==> src/logic/clkpm_pkg.sv <==
package clkpm_pkg;

	////////////////////////////////////////////////////////////////////////////
	// Source and mode encodings
	typedef enum logic [2:0] {
		MS_NONE,
		MS_OSC12,
		MS_OSCHF,
		MS_XTAL,
		MS_FIRST_PLL,
		MS_SECOND_PLL,
		MS_LP1M,
		MS_RTC
	} main_src_t;

	typedef enum logic [2:0] {
		RS_NONE,
		RS_OSC12,
		RS_XTAL,
		RS_LP1M,
		RS_RTC
	} ref_src_t;

	typedef enum logic [2:0] {
		CO_NONE,
		CO_MAIN,
		CO_FIRST_PLL,
		CO_SECOND_PLL,
		CO_OSC12,
		CO_LP1M,
		CO_RTC
	} mon_src_t;

	typedef enum logic [2:0] {
		PM_ACTIVE,
		PM_SLEEP,
		PM_DSLEEP,
		PM_PDOWN,
		PM_DPDOWN
	} pmode_t;

	typedef enum logic [1:0] {
		SW_RUN,
		SW_DROP,
		SW_ADD
	} sw_stage_t;

	////////////////////////////////////////////////////////////////////////////
	// Sizes and constants
	localparam int        MAIN_N    = 8;
	localparam int        SEL_W     = 3;
	localparam main_src_t MAIN_RST  = MS_OSC12;
	localparam int        HF_MHZ    = 96;
	localparam int        DIV_MHZ   = 12;
	localparam int        HF_DIV    = HF_MHZ / DIV_MHZ;
	localparam int        HF_DIV_W  = $clog2(HF_DIV);
	localparam int        CO_DIV_W  = 8;

	////////////////////////////////////////////////////////////////////////////
	// Carriers
	typedef struct packed {
		logic osc_high;
		logic lp1m;
		logic rtc_raw;
		logic xtal;
		logic bypass;
		logic first_pll;
		logic second_pll;
	} src_ticks_t;

	typedef struct packed {
		logic osc12;
		logic fro32k;
		logic lp1m;
		logic rtc_xtal;
		logic xtal;
	} osc_keep_t;

	localparam osc_keep_t OSC_ALL_ON = 5'h1F;
	localparam osc_keep_t OSC_ALL_OFF = 5'h00;

	typedef struct packed {
		logic pin_int;
		logic group_int;
		logic timer;
		logic rtc_alarm;
		logic wdt;
		logic brownout_detector;
		logic comm;
		logic cmp;
		logic plu;
	} wake_t;

	localparam int WAKE_W = $bits(wake_t);

endpackage

==> src/logic/clk_switch.sv <==
`timescale 1ns/10ps
module clk_switch #(
	parameter int        N         = 8,
	parameter int        W         = 3,
	parameter logic [2:0] RESET_SEL = 3'h1
) (
	input  wire logic         clk,
	input  wire logic         resetn,
	input  wire logic [N-1:0] tick_in,
	input  wire logic [W-1:0] sel,
	output logic              tick_out,
	output logic              busy
);
	import clkpm_pkg::*;

	typedef struct packed {
		logic [W-1:0] cur;
		logic [W-1:0] tgt;
		sw_stage_t    stage;
		logic         tick;
		logic         busy;
	} sw_st_t;

	sw_st_t st_r;
	sw_st_t st_nxt;

	////////////////////////////////////////////////////////////////////////////
	// Two-step handover
	always_comb
	begin
		st_nxt      = st_r;
		st_nxt.tick = 1'b0;
		unique case (st_r.stage)
			SW_RUN:
			begin
				st_nxt.tick = tick_in[st_r.cur];
				if (sel != st_r.cur)
				begin
					st_nxt.tgt   = sel;
					st_nxt.stage = SW_DROP;
				end
			end
			SW_DROP:
			begin
				st_nxt.tick = tick_in[st_r.cur];
				if (tick_in[st_r.cur])
					st_nxt.stage = SW_ADD;
			end
			SW_ADD:
			begin
				if (tick_in[st_r.tgt])
				begin
					st_nxt.cur   = st_r.tgt;
					st_nxt.stage = SW_RUN;
				end
			end
			default:
				st_nxt.stage = SW_RUN;
		endcase
		st_nxt.busy = (st_nxt.stage != SW_RUN);
	end

	always_ff @(posedge clk)
	begin
		if (!resetn)
		begin
			st_r       <= '0;
			st_r.cur   <= RESET_SEL;
			st_r.stage <= SW_RUN;
		end
		else
			st_r <= st_nxt;
	end

	assign tick_out = st_r.tick;
	assign busy     = st_r.busy;
endmodule // clk_switch

==> src/logic/clk_pm_ctrl.sv <==
`timescale 1ns/10ps
// Operation
// - Main clock from 12 MHz source after reset
// - 96 MHz source, 12 MHz divided from it
// - Synchronized mux switches only between running sources
// - Output divider stops and restarts cleanly
// - PLL reference: 12M, crystal, 1M, RTC
// - Software enables each PLL; reference 2k-150M
// - PLL output selectable on monitor pin
// - RTC clock only after control enable
// - Every mux has a tied-off none input
// - Main clock drives CPU and bus
// - Crystal input accepts bypass clock up to 25M
// - Brown-out gives interrupt or reset
// - Sleep, deep-sleep, power-down, deep power-down modes
// - Sleep gates CPU clock until interrupt
// - Enabled peripherals run in sleep and wake
// - Deep-sleep: flash off, CPU off, peripherals gated
// - Deep-sleep keeps each oscillator by choice
// - Deep-sleep left on listed wake sources
// - DMA served in deep-sleep without waking
// - Deep-sleep retains state; RAM banks kept per RAM_RET_CFG
module clk_pm_ctrl #(
	parameter int PERIPH_N = 8,
	parameter int RAM_N    = 4
) (
	input  wire logic                     CLK,
	input  wire logic                     RESETN,
	input  wire clkpm_pkg::src_ticks_t    OSC_TICKS,
	input  wire logic                     XTAL_BYPASS,
	input  wire logic                     RTC_OSC_EN,
	input  wire clkpm_pkg::main_src_t     MAIN_SEL,
	input  wire clkpm_pkg::ref_src_t      FIRST_PLL_REF_SEL,
	input  wire clkpm_pkg::ref_src_t      SECOND_PLL_REF_SEL,
	input  wire logic                     FIRST_PLL_EN,
	input  wire logic                     SECOND_PLL_EN,
	input  wire clkpm_pkg::mon_src_t      MON_SEL,
	input  wire logic [clkpm_pkg::CO_DIV_W-1:0] MON_DIV,
	input  wire logic                     MON_HALT,
	input  wire logic                     BOD_BELOW,
	input  wire logic                     BOD_RESET_EN,
	input  wire clkpm_pkg::pmode_t        MODE_REQ,
	input  wire logic                     MODE_ENTER,
	input  wire logic                     IRQ_PENDING,
	input  wire clkpm_pkg::wake_t         WAKE_SRC,
	input  wire clkpm_pkg::wake_t         WAKE_EN,
	input  wire clkpm_pkg::osc_keep_t     DSLEEP_OSC_KEEP,
	input  wire logic [PERIPH_N-1:0]      PERIPH_CLK_EN,
	input  wire logic [PERIPH_N-1:0]      DSLEEP_KEEP,
	input  wire logic [PERIPH_N-1:0]      DMA_REQ,
	input  wire logic [RAM_N-1:0]         RAM_RET_CFG,
	output logic                          MAIN_TICK,
	output logic                          MAIN_BUSY,
	output logic                          CPU_TICK,
	output logic                          BUS_TICK,
	output logic [PERIPH_N-1:0]           PERIPH_TICK,
	output logic                          FIRST_PLL_REF_TICK,
	output logic                          SECOND_PLL_REF_TICK,
	output logic                          FIRST_PLL_PWR,
	output logic                          SECOND_PLL_PWR,
	output logic                          MON_PIN,
	output clkpm_pkg::osc_keep_t          OSC_EN,
	output logic                          FLASH_PD,
	output logic                          BOD_IRQ,
	output logic                          BOD_RESET,
	output clkpm_pkg::pmode_t             MODE,
	output logic [RAM_N-1:0]              RAM_RETAIN
);
	import clkpm_pkg::*;

	typedef struct packed {
		pmode_t                 mode;
		logic [HF_DIV_W-1:0]    div_cnt;
		logic                   cpu_tick;
		logic                   bus_tick;
		logic [PERIPH_N-1:0]    periph_tick;
		logic                   first_pll_ref;
		logic                   second_pll_ref;
		logic                   first_pll_pwr;
		logic                   second_pll_pwr;
		logic [CO_DIV_W-1:0]    co_cnt;
		logic                   co_pin;
		osc_keep_t              osc_en;
		logic                   flash_pd;
		logic                   bod_q;
		logic                   bod_irq;
		logic                   bod_rst;
		logic [RAM_N-1:0]       ram_ret;
	} st_t;

	st_t                 st_r;
	st_t                 st_nxt;
	logic [MAIN_N-1:0]   src_vec;
	logic                osc12_t;
	logic                oschf_t;
	logic                xtal_t;
	logic                lp1m_t;
	logic                rtc_t;
	logic                main_t;
	logic                main_busy;
	logic                wake_any;
	logic                dma_ok;
	logic                low_pwr;

	////////////////////////////////////////////////////////////////////////////
	// Source conditioning
	always_comb
	begin
		oschf_t = OSC_TICKS.osc_high & st_r.osc_en.osc12;
		osc12_t = oschf_t && (st_r.div_cnt == HF_DIV_W'(HF_DIV - 1));
		xtal_t  = (XTAL_BYPASS ? OSC_TICKS.bypass : OSC_TICKS.xtal)
		          & st_r.osc_en.xtal;
		lp1m_t  = OSC_TICKS.lp1m & st_r.osc_en.lp1m;
		rtc_t   = OSC_TICKS.rtc_raw & RTC_OSC_EN & st_r.osc_en.rtc_xtal;
	end

	always_comb
	begin
		src_vec           = '0;
		src_vec[MS_OSC12] = osc12_t;
		src_vec[MS_OSCHF] = oschf_t;
		src_vec[MS_XTAL]  = xtal_t;
		src_vec[MS_FIRST_PLL]  = OSC_TICKS.first_pll & st_r.first_pll_pwr;
		src_vec[MS_SECOND_PLL]  = OSC_TICKS.second_pll & st_r.second_pll_pwr;
		src_vec[MS_LP1M]  = lp1m_t;
		src_vec[MS_RTC]   = rtc_t;
	end

	////////////////////////////////////////////////////////////////////////////
	// Synchronized main clock selector
	clk_switch #(
		.N         (MAIN_N),
		.W         (SEL_W),
		.RESET_SEL (MAIN_RST)
	) u_main_sw (
		.clk      (CLK),
		.resetn   (RESETN),
		.tick_in  (src_vec),
		.sel      (MAIN_SEL),
		.tick_out (main_t),
		.busy     (main_busy)
	);

	////////////////////////////////////////////////////////////////////////////
	// Plain selectors
	function automatic logic ref_pick(input ref_src_t s);
		logic t;
		t = 1'b0;
		unique case (s)
			RS_NONE:  t = 1'b0;
			RS_OSC12: t = osc12_t;
			RS_XTAL:  t = xtal_t;
			RS_LP1M:  t = lp1m_t;
			RS_RTC:   t = rtc_t;
			default:  t = 1'b0;
		endcase
		return t;
	endfunction

	function automatic logic mon_pick(input mon_src_t s);
		logic t;
		t = 1'b0;
		unique case (s)
			CO_NONE:  t = 1'b0;
			CO_MAIN:  t = main_t;
			CO_FIRST_PLL:  t = src_vec[MS_FIRST_PLL];
			CO_SECOND_PLL:  t = src_vec[MS_SECOND_PLL];
			CO_OSC12: t = osc12_t;
			CO_LP1M:  t = lp1m_t;
			CO_RTC:   t = rtc_t;
			default:  t = 1'b0;
		endcase
		return t;
	endfunction

	////////////////////////////////////////////////////////////////////////////
	// Wake and mode conditions
	always_comb
	begin
		wake_any = |(WAKE_SRC & WAKE_EN) | st_r.bod_irq;
		dma_ok   = |(DMA_REQ & PERIPH_CLK_EN & DSLEEP_KEEP);
		low_pwr  = (st_r.mode == PM_DSLEEP) || (st_r.mode == PM_PDOWN)
		           || (st_r.mode == PM_DPDOWN);
	end

	////////////////////////////////////////////////////////////////////////////
	// Next state
	always_comb
	begin
		st_nxt = st_r;

		// High-speed to 12 MHz divider
		if (oschf_t)
		begin
			if (st_r.div_cnt == HF_DIV_W'(HF_DIV - 1))
				st_nxt.div_cnt = '0;
			else
				st_nxt.div_cnt = st_r.div_cnt + 1'b1;
		end

		// Power mode sequencing
		unique case (st_r.mode)
			PM_ACTIVE:
				if (MODE_ENTER)
					st_nxt.mode = MODE_REQ;
			PM_SLEEP:
				if (IRQ_PENDING)
					st_nxt.mode = PM_ACTIVE;
			PM_DSLEEP:
				if (wake_any)
					st_nxt.mode = PM_ACTIVE;
			PM_PDOWN:
				if (WAKE_SRC.pin_int || WAKE_SRC.group_int || WAKE_SRC.rtc_alarm
				    || WAKE_SRC.timer || WAKE_SRC.comm || WAKE_SRC.cmp)
					st_nxt.mode = PM_ACTIVE;
			PM_DPDOWN:
				if (WAKE_SRC.rtc_alarm || WAKE_SRC.pin_int || WAKE_SRC.timer)
					st_nxt.mode = PM_ACTIVE;
			default:
				st_nxt.mode = PM_ACTIVE;
		endcase

		// Clock gating of CPU, bus and peripherals
		st_nxt.cpu_tick = main_t && (st_r.mode == PM_ACTIVE);
		st_nxt.bus_tick = main_t && ((st_r.mode == PM_ACTIVE)
		                  || (st_r.mode == PM_DSLEEP && dma_ok));
		unique case (st_r.mode)
			PM_ACTIVE, PM_SLEEP:
				st_nxt.periph_tick = {PERIPH_N{main_t}} & PERIPH_CLK_EN;
			PM_DSLEEP:
				st_nxt.periph_tick = {PERIPH_N{main_t}} & PERIPH_CLK_EN
				                     & DSLEEP_KEEP;
			default:
				st_nxt.periph_tick = '0;
		endcase

		// Flash, oscillators and memory retention
		st_nxt.flash_pd = low_pwr;
		unique case (st_r.mode)
			PM_DSLEEP:
				st_nxt.osc_en = DSLEEP_OSC_KEEP;
			PM_PDOWN, PM_DPDOWN:
			begin
				st_nxt.osc_en          = OSC_ALL_OFF;
				st_nxt.osc_en.fro32k   = DSLEEP_OSC_KEEP.fro32k;
				st_nxt.osc_en.rtc_xtal = DSLEEP_OSC_KEEP.rtc_xtal;
			end
			default:
				st_nxt.osc_en = OSC_ALL_ON;
		endcase
		st_nxt.ram_ret = (st_r.mode == PM_DSLEEP) ? RAM_RET_CFG : '0;

		// PLL control and references
		st_nxt.first_pll_pwr = FIRST_PLL_EN;
		st_nxt.second_pll_pwr = SECOND_PLL_EN;
		st_nxt.first_pll_ref = FIRST_PLL_EN && ref_pick(FIRST_PLL_REF_SEL);
		st_nxt.second_pll_ref = SECOND_PLL_EN && ref_pick(SECOND_PLL_REF_SEL);

		// Monitor pin output divider
		if (MON_HALT)
		begin
			st_nxt.co_cnt = '0;
			st_nxt.co_pin = 1'b0;
		end
		else if (mon_pick(MON_SEL))
		begin
			if (st_r.co_cnt == MON_DIV)
			begin
				st_nxt.co_cnt = '0;
				st_nxt.co_pin = ~st_r.co_pin;
			end
			else
				st_nxt.co_cnt = st_r.co_cnt + 1'b1;
		end

		// Brown-out response
		st_nxt.bod_q   = BOD_BELOW;
		st_nxt.bod_irq = BOD_BELOW && !BOD_RESET_EN;
		st_nxt.bod_rst = BOD_BELOW && !st_r.bod_q && BOD_RESET_EN;
	end

	////////////////////////////////////////////////////////////////////////////
	// State register
	always_ff @(posedge CLK)
	begin
		if (!RESETN)
		begin
			st_r        <= '0;
			st_r.mode   <= PM_ACTIVE;
			st_r.osc_en <= OSC_ALL_ON;
		end
		else
			st_r <= st_nxt;
	end

	////////////////////////////////////////////////////////////////////////////
	// Outputs
	assign MAIN_TICK     = main_t;
	assign MAIN_BUSY     = main_busy;
	assign CPU_TICK      = st_r.cpu_tick;
	assign BUS_TICK      = st_r.bus_tick;
	assign PERIPH_TICK   = st_r.periph_tick;
	assign FIRST_PLL_REF_TICK = st_r.first_pll_ref;
	assign SECOND_PLL_REF_TICK = st_r.second_pll_ref;
	assign FIRST_PLL_PWR      = st_r.first_pll_pwr;
	assign SECOND_PLL_PWR      = st_r.second_pll_pwr;
	assign MON_PIN       = st_r.co_pin;
	assign OSC_EN        = st_r.osc_en;
	assign FLASH_PD      = st_r.flash_pd;
	assign BOD_IRQ       = st_r.bod_irq;
	assign BOD_RESET     = st_r.bod_rst;
	assign MODE          = st_r.mode;
	assign RAM_RETAIN    = st_r.ram_ret;
endmodule // clk_pm_ctrl

==> config.mk <==
export PLATFORM = sky130hd
export DESIGN_NAME = clk_pm_ctrl
export DESIGN_NICKNAME = d
export VERILOG_FILES = /design/src/logic/clkpm_pkg.sv /design/src/logic/clk_switch.sv /design/src/logic/clk_pm_ctrl.sv
export SDC_FILE = /design/constraint.sdc
export NUM_CORES = 1
export LEC_CHECK = 0
export ABC_CLOCK_PERIOD_IN_PS = 5700
export BUFFER_PORTS_ARGS = -buffer_cell sky130_fd_sc_hd__clkbuf_2
export CORE_UTILIZATION = 40
export CTS_CLUSTER_SIZE = 16
export DETAILED_ROUTE_END_ITERATION = 16
export PLACE_DENSITY = 0.69
export SLEW_MARGIN = 20
export SYNTH_ARGS = -nofsm -noshare
export SYNTH_HDL_FRONTEND = slang
export SYNTH_HIERARCHICAL = 1
export SYNTH_SLANG_ARGS = --single-unit
==> constraint.sdc <==
create_clock -name CLK -period 5.7 [get_ports CLK]
set_input_delay 0.57 -clock CLK [delete_from_list [all_inputs] [get_ports CLK]]
set_output_delay 0.57 -clock CLK [all_outputs]
set_load 0.02 [all_outputs]
==> results of run 1 <==
[cell usage after synthesis, drive strengths merged (3+ instances only)]
cell type and instances:
clkbuf 5, nor2 18, nor3b 6, nor4 5
nand2b 5, dfxtp 52, a21boi 3, o21a 4
a32o 4, nand3 16, inv 8, nand4 3
nand2 39, buf 24, xor2 11, or2 3
and3 9, ha 3, nor2b 12, and2 6
a21oi 20, a22oi 5, nor3 6, mux2i 13
o21ai 9
[cell families (layout without fill, tap and decap cells)]
kind of cell | after synthesis | count (layout) | synth area share, %
other | 1 | 2 | 0.1327
DFF | 52 | 52 | 36.83
AOI/OAI and AO/OA | 60 | 60 | 16.07
and+or+nand+nor | 135 | 135 | 26.65
xor gates and xnor gates | 11 | 11 | 3.409
adders and majority gates | 3 | 3 | 1.328
buffers and inverters | 37 | 139 | 7.879
muxes | 17 | 17 | 7.703
[cells in the final DEF (no fill, tap or decap), types with 3 or more instances in the layout]
master    instances
dfxtp_1          52
o21a_1            4
clkbuf_8          6
xor2_1           11
nor4_1            3
and3_1            8
nor2b_1          12
a21oi_1          20
clkbuf_2        123
ha_1              3
nand2_1          38
o21ai_1           4
nor3_1            6
o21ai_0           4
nor2_1           18
a22oi_1           5
and2_1            5
nand2b_1          5
mux2i_1          12
nand4_1           3
nand3_1          16
inv_1             8
nor3b_1           5
a32o_1            3
[cell type report]
class | count | area [um2] | area share, %
Tap cell | 96 | 120.1 | 3.461
Multi-Input combinational cell | 228 | 1567 | 45.13
Clock buffer | 6 | 82.58 | 2.379
Sequential cell | 52 | 1041 | 29.99
Timing Repair Buffer | 123 | 615.6 | 17.74
Inverter | 8 | 30.03 | 0.8652
Clock inverter | 2 | 15.01 | 0.4326
[state kept, by name, indices dropped and copies added (netlist names), 3 cells and up]
name            flops
RAM_RETAIN          4
OSC_EN              5
st_r               12
u_main_sw/st_r      8
PERIPH_TICK         8
MODE                3
[metrics by stage]
step	instances	setup slack [ns]	hold slack, ns	utilization, %
6_report	515	3.655	0.4089	51.09
5_1_grt	515	3.565	0.4290	51.09
4_1_cts	515	3.634	0.4112	51.09
3_5_place_dp	507	3.623	0.3884	49.65
3_3_place_gp	507	3.669	0.3808	49.65
2_1_floorplan	317	3.744	0.3729	-
[final timing paths]
kind / startpoint / slack [ns] / end / cells after the start
worst min-delay path: st_r[6] / 0.41 / BOD_RESET / 1
worst min register to register: st_r[6] / 0.41 / BOD_RESET / 1
worst max register to register: st_r[36] / 3.66 / u_main_sw/st_r[3] / 7
worst max-delay path: st_r[36] / 3.66 / u_main_sw/st_r[3] / 7
[routing by layer]
layer	up-vias	track usage, %
met2	85	34.20
met3	7	4.524
met1	1191	21.64
met4	0	5.606
li1	1305	-
met5	-	0
[power breakdown]
group,total [mW],internal [mW],switching (mW)
registers,0.405,0.382,0.0230
clock network,0.227,0.0986,0.129
logic,0.184,0.0795,0.105
total,0.817,0.560,0.257
==> metrics.yaml, run 1 <==
worst_setup_path:
  worst-path-buf-inv: 0
  crit_family: "multiplexers"
  crit_arrival_ns: 2.25
  cp-end-kind: "flop"
  start_kind: "flop"
  crit_fanout: 4
  crit_required_ns: 5.91
  crit_chain: "ha_1, ha_1, and3_1, mux4_1, mux2i_4, nor3_1, o21a_1"
  crit_slowest_cell: "mux4_1"
  worstSetupPathType: "flop to flop"
  crit_path_frequent_cell: "ha_1"
  cpPeakStageDelay_ns: 0.56
timing:
  clock.fmax_ghz: 0.4891
  clock-skew-final_ns: 0.008262
  setup_viol: 0
  finalMaxSlewViolations: 0
  worst_slew_pin_slew_ns: 0.9402
  period_share_pct: 35.87
  relSlewSlack_pct: 37.04
  rsz0062_at_grt: "no"
  tns_ns: 0
  finalHoldViolCount: 0
  post-route-min-period_ns: 2.045
clock_tree:
  post_cts_buffers: 0
  clkTransAtPathRegs_ns: 0.10
  cts_buffers: 5
  cts.path.max_buffers: 2
  htree_levels: 2
  ctsHoldBuffers: 0
  clock-sinks: 52
  root_buffer: "clkbuf_8"
  cts_resized: 0
  clk_latency_ns: 0.31
  cts_tree: "yes"
synthesis:
  synthCells: 316
  syn_area_um2: 2826
  syn_avg_cell_area_um2: 8.944
  yosysTopAreaCellShare_pct: 36.83
  ys_warn_count: 6
  ys_async_sr_fraction_pct: 0
  synth-edff-count: 0
  synth_top_flop_cell: "dfxtp_1"
  synthTopCellsByArea: "dfxtp_1 (37%), buf_4 (5.6%), nand2_1 (5.0%)"
  yosysSeqAreaShare_pct: 36.83
  synthDistinctLibCells: 59
  synth-seq-cells: 52
  synth_top_area_cell: "dfxtp_1"
route:
  vias: 2588
  highest_layer: "met4"
  routed_wl_mm: 6.856
  dr.pass1.iters: 4
  wl_met2_mm: 3.519
  routed_via_density: 5.025
  drt_iter0_markers: 84
  antenna_left: 0
  wl_per_cell_um: 13.31
  dr_wl_met3_um: 415
  wl_met1_mm: 2.850
  drc: 0
floorplanning:
  pin_count: 124
  coreArea_um2: 6794
  die_h_um: 86.06
  die_x_um: 86.06
  dieArea_um2: 7406
  start_util_pct: 41.60
  rows: 30
flow_run:
  max-cap-violations: 0
hold_path:
  hold_path.class: "flop to flop"
pwr:
  leakagePower_nw: 1.625
  power.total_mw: 0.8165
  p_per_area_nw_per_um2: 235.2
  ir_drop_mv: 0.09925
finish:
  nNetsFinal: 513
  drive_above_1_share_pct: 36.04
  areaGrowthSynthToFinish_pct: 22.80
  stdcell_area_um2: 3471
  num-fill-cells: 666
  diodes: 0
global_route:
  grt-ovfl-total: 0
  grt_pass1_vias: 2403
  grt_max_degree: 32
  grt_pass1_wl_mm: 10.96
  antenna_found_initial: 0
  track_usage_pct: 18.78
placement:
  place_area_um2: 3373
  dpl.hpwl_mm: 5.523
  place_congestion: 0.8317
  place.port_buffers: 123
status:
  outcome: "complete, no violations"
Note: power is estimated with default switching activity, not from simulation.
==> run 2: changes to the inputs <==
Settings changed: ABC_CLOCK_PERIOD_IN_PS 5700 to 1700, PLACE_DENSITY 0.69 to 0.72.
Clock period 5.7 ns to 1.7 ns, I/O delays scaled along.
==> run 2 against run 1 <==
- the flow now finishes with violations (negative setup slack)
- first-iteration DRC count fell by 20%
- sequential power rose to 3.3 times the previous value
- clock skew fell by 0.0012 ns
- global-route usage rose by 0.34 points
- utilization rose by 3.1 points
- final cell count rose by 3.5%
- register-to-register slack got worse by 3.7 ns
- sequential share of layout area fell by 1.6 points
- via count rose by 1.9%
- setup slack got worse by 3.7 ns
- critical endpoint unchanged
- largest cell class unchanged
- highest routed layer unchanged
==> metrics.yaml, run 2 (same netlist as run 1, synthesis figures left out) <==
finish:
  diodes: 0
  final_cell_mix: "clkbuf_2 (123), dfxtp_1 (50), nand2_1 (38)"
  drive_above_1_share_pct: 40.96
  nNetsFinal: 531
  areaGrowthSynthToFinish_pct: 30.23
  stdcell_area_um2: 3681
  largest_register: "st_r"
  largest_register_ffs: 12
  final_cells: 533
  layout_commonest_cell: "clkbuf_2"
placement:
  place.port_buffers: 123
  dpl.hpwl_mm: 5.752
  place_congestion: 0.8211
  place_ws_ns: -0.09378
  place_area_um2: 3517
  placed_cells: 524
clock_tree:
  htree_levels: 2
  clk_latency_ns: 0.30
  cts.path.max_buffers: 2
  cts_tree: "yes"
  root_buffer: "clkbuf_8"
  clkTransAtPathRegs_ns: 0.09
  ctsHoldBuffers: 0
  cts_buffers: 5
  clock-sinks: 52
pwr:
  leakagePower_nw: 1.725
  p_per_area_nw_per_um2: 809.4
  ir_drop_mv: 0.3478
global_route:
  grt_pass1_wl_mm: 11.17
  antenna_found_initial: 0
  grt_max_degree: 16
  grt_pass1_vias: 2479
  grt-ovfl-total: 0
  track_usage_pct: 19.12
timing:
  rsz0062_at_grt: "yes"
  tns_ns: -0.1768
  hold_slack_ns: 0.02322
  relSlewSlack_pct: 65.91
  period_share_pct: 104.8
  setup_viol: 4
  post-route-min-period_ns: 1.782
  worst_slew_pin_slew_ns: 0.5105
  clock.fmax_ghz: 0.5613
  layout_setup_ws_ns: -0.08162
  clock-skew-final_ns: 0.007110
  finalHoldViolCount: 0
  finalMaxSlewViolations: 0
worst_setup_path:
  reg2regPathDepth: 7
  crit_arrival_ns: 1.98
  timing.critical_path.to: "u_main_sw/st_r[3]"
  r2r-end: "u_main_sw/st_r[3]"
  r2r_slack_ns: -0.08
  worstSetupPathType: "flop to flop"
  critPathLaunch: "st_r[37]"
  crit_fanout: 3
  start_kind: "flop"
  crit_required_ns: 1.90
  r2r-start: "st_r[37]"
  cp-end-kind: "flop"
floorplanning:
  dieArea_um2: 7406
  die_h_um: 86.06
  pin_count: 124
  start_util_pct: 41.60
  die_x_um: 86.06
  rows: 30
  coreArea_um2: 6794
route:
  antenna_left: 0
  drt_iter0_markers: 67
  drc: 0
  wl_per_cell_um: 13.05
  dr.pass1.iters: 4
  routed_wl_mm: 6.956
  routed_via_density: 4.947
  vias: 2637
status:
  outcome: "complete, but fails checks"
  violations: "negative setup slack"
hold_path:
  hold_path.class: "input port to flop"
  hold_path_startpoint: "BOD_RESET_EN"
flow_run:
  max-cap-violations: 0
run 2: power breakdown:
part	switching, mW	total [mW]	leakage [nW]	internal, mW
sequential	0.0514	1.33	0.424	1.28
clock	0.407	0.927	0.0645	0.520
combinational	0.393	0.720	1.24	0.327
total	0.851	2.98	1.72	2.13
run 2: worst min-delay path by stage:
stage	endpoint	slack, ns	cells past startpoint
floorplan	BOD_IRQ	0.24	1
global placement	BOD_IRQ	0.35	2
detailed placement	BOD_IRQ	0.35	2
CTS	BOD_IRQ	0.01	2
global route	BOD_IRQ	0.03	2
finish	BOD_IRQ	0.02	2
run 2: cell type report:
class / instances / area [um2]
Clock buffer: 7 / 96.34
Tap cell: 96 / 120.1
Fill cell: 667 / 3113
Clock inverter: 1 / 30.03
Multi-Input combinational cell: 228 / 1610
Sequential cell: 52 / 1044
Inverter: 8 / 30.03
Timing Repair Buffer: 141 / 750.7
run 2: what timing repair did:
item,4_1_cts,5_1_grt
gates resized for setup,6,2
setup buffers,1,0
endpoints found under the setup margin,12,14
pin swaps,3,2
run 2: worst max-delay path, cell delays in order, from the launching register on:
cell and delay [ns]:
dfxtp_2 0.35, ha_4 0.16, ha_4 0.15, and3_4 0.16
mux4_2 0.47, mux2i_4 0.19, nor3_2 0.05, o21a_1 0.16
run 2: layer usage:
layer | GRT usage, % | wire length [um] | vias to the layer above
met5 | 0 | 0 | -
met4 | 3.788 | 62 | 0
met3 | 5.005 | 512 | 7
met2 | 36.08 | 3609 | 93
met1 | 21.50 | 2771 | 1196
li1 | - | - | 1341
run 2: stage by stage:
step                total power [mW]  utilization, %
global placement               2.062           51.77
CTS                            3.009           54.05
global route                   3.148           54.18
floorplan                      1.811               -
finish                         2.980           54.18
detailed placement             2.076           51.77
==> run 3: changes to the inputs <==
Settings changed: ABC_CLOCK_PERIOD_IN_PS 1700 to 1610, CAP_MARGIN from default to 5.
Clock period 1.7 ns to 1.61 ns, I/O delays scaled along.
==> run 3 against run 2 <==
- the run still ends with negative setup slack left
- first-iteration DRC count grew 30%
- clock-buffer cell count shrank 2
- combinational power grew 8.9%
- highest routed layer unchanged
==> metrics.yaml, run 3 (same netlist as run 1, synthesis figures left out) <==
worst_setup_path:
  crit_slowest_cell: "mux4_2"
  crit_path_frequent_cell: "ha_4"
  cp-end-kind: "flop"
  r2r-start: "st_r[37]"
  crit_required_ns: 1.80
  crit_family: "multiplexers"
  crit_arrival_ns: 1.99
  critPathLaunch: "st_r[37]"
  r2r_slack_ns: -0.19
  start_kind: "flop"
  critical_path_depth: 7
  worstSetupPathType: "flop to flop"
  reg2regPathDepth: 7
  worst-path-buf-inv: 0
  crit_fanout: 3
  crit_chain: "ha_4, ha_4, and3_4, mux4_2, mux2i_4, nor3_2, o21a_1"
  cpPeakStageDelay_ns: 0.47
  r2r-end: "u_main_sw/st_r[3]"
  timing.critical_path.to: "u_main_sw/st_r[3]"
finish:
  areaGrowthSynthToFinish_pct: 33.86
  largest_register: "st_r"
  num-fill-cells: 616
  largest_register_ffs: 12
  final_cells: 540
  final_cell_mix: "clkbuf_2 (123), dfxtp_1 (49), nand2_1 (37)"
  drive_above_1_share_pct: 45.27
  nNetsFinal: 540
  layout_commonest_cell: "clkbuf_2"
  diodes: 0
timing:
  tns_ns: -1.373
  hold_slack_ns: 0.03127
  finalHoldViolCount: 0
  post-route-min-period_ns: 1.796
  clock.fmax_ghz: 0.5568
  setup_viol: 15
  layout_setup_ws_ns: -0.1859
  finalMaxSlewViolations: 0
  period_share_pct: 111.5
  clock-skew-final_ns: 0.01118
  rsz0062_at_grt: "yes"
floorplanning:
  pin_count: 124
  coreArea_um2: 6794
  rows: 30
  die_h_um: 86.06
  die_x_um: 86.06
  dieArea_um2: 7406
  start_util_pct: 41.60
route:
  drt_iter0_markers: 87
  vias: 2679
  dr.pass1.iters: 4
  antenna_left: 0
  routed_wl_mm: 7.186
  wl_per_cell_um: 13.31
  drc: 0
  routed_via_density: 4.961
status:
  outcome: "complete, but fails checks"
  violations: "negative setup slack"
pwr:
  p_sw_share_pct: 29.28
  p_per_area_nw_per_um2: 806.8
  pwr-share-comb_pct: 25.7
  switchingPower_mw: 0.8936
  power_frac_seq_pct: 46.2
  power_frac_clock_pct: 28.1
  p_int_mw: 2.159
  power.total_mw: 3.052
  leakagePower_nw: 1.763
  ir_drop_mv: 0.3923
placement:
  place.port_buffers: 123
  dpl.hpwl_mm: 5.818
  placed_cells: 534
  place_congestion: 0.8291
  place_ws_ns: -0.1644
clock_tree:
  clk_latency_ns: 0.30
  cts_tree: "yes"
  cts_buffers: 5
  htree_levels: 2
  clock-sinks: 52
  root_buffer: "clkbuf_8"
  clkTransAtPathRegs_ns: 0.09
  cts.path.max_buffers: 2
flow_run:
  max-cap-violations: 0
hold_path:
  hold_path_startpoint: "BOD_RESET_EN"
  min_path_cells: 2
  hold_path.class: "input port to flop"
global_route:
  grt_max_degree: 16
  grt_pass1_wl_mm: 11.52
  grt_pass1_vias: 2607
  track_usage_pct: 19.72
  antenna_found_initial: 0
  grt-ovfl-total: 0
==> run 3: changes by cell type in the layout (fill, tap and decap cells not counted), moves of 2 or more <==
cell      before  now
clkbuf_8       7    5
o21ai_0        4    1
buf_4         18   25
a21oi_1       19   15
o21ai_1        4    2
o21ai_2        1    6
buf_6          0    2
a21oi_2        1    5
==> run 3: power groups by stage <==
| stage | registers [mW] | logic [mW] | clock network [mW] |
|---|---|---|---|
| after global placement | 1.44 | 0.752 | 0 |
| after floorplan | 1.43 | 0.484 | 0 |
| after detailed placement | 1.44 | 0.768 | 0 |
| final | 1.41 | 0.784 | 0.858 |
| after CTS | 1.41 | 0.775 | 0.887 |
| after global routing | 1.42 | 0.862 | 0.935 |
==> run 3: how the worst min path moves through the flow <==
stage          slack [ns]         to
6_report             0.03    BOD_IRQ
5_1_grt              0.02  OSC_EN[3]
4_1_cts              0.02    BOD_IRQ
3_5_place_dp         0.35  OSC_EN[1]
3_3_place_gp         0.34    BOD_IRQ
2_1_floorplan        0.23    BOD_IRQ
==> run 3: layout make-up <==
| cell class | count | area (um2) | share of cell area, % |
|---|---|---|---|
| clock buffers | 5 | 68.82 | 1.819 |
| flip-flops and latches | 52 | 1045 | 27.61 |
| clock inverters | 1 | 30.03 | 0.7937 |
| multi-input cells | 228 | 1664 | 43.98 |
| inverters | 8 | 30.03 | 0.7937 |
| repair buffers | 150 | 825.8 | 21.83 |
| well taps | 96 | 120.1 | 3.175 |
==> run 3: what timing repair did <==
action | in CTS | in global routing
hold buffers | 0 | 0
setup buffers | 0 | 0
setup endpoints to repair | 16 | 20
pin swaps | 10 | 8
cloned | 0 | 0
gates resized for setup | 2 | 22
==> run 3: stage by stage <==
step | util (%) | instance area [um2]
final | 55.69 | 3784
after global routing | 55.69 | 3784
after global placement | 53.06 | 3605
after CTS | 54.60 | 3710
after detailed placement | 53.06 | 3605
after floorplan | - | 2859
==> run 3: metal layers <==
layer	vias up	track usage (%)	wire length [um]
li1	1354	-	-
met1	1206	21.83	2959
met2	112	37.52	3641
met3	7	4.812	508
met4	0	4.697	77
met5	-	0	0
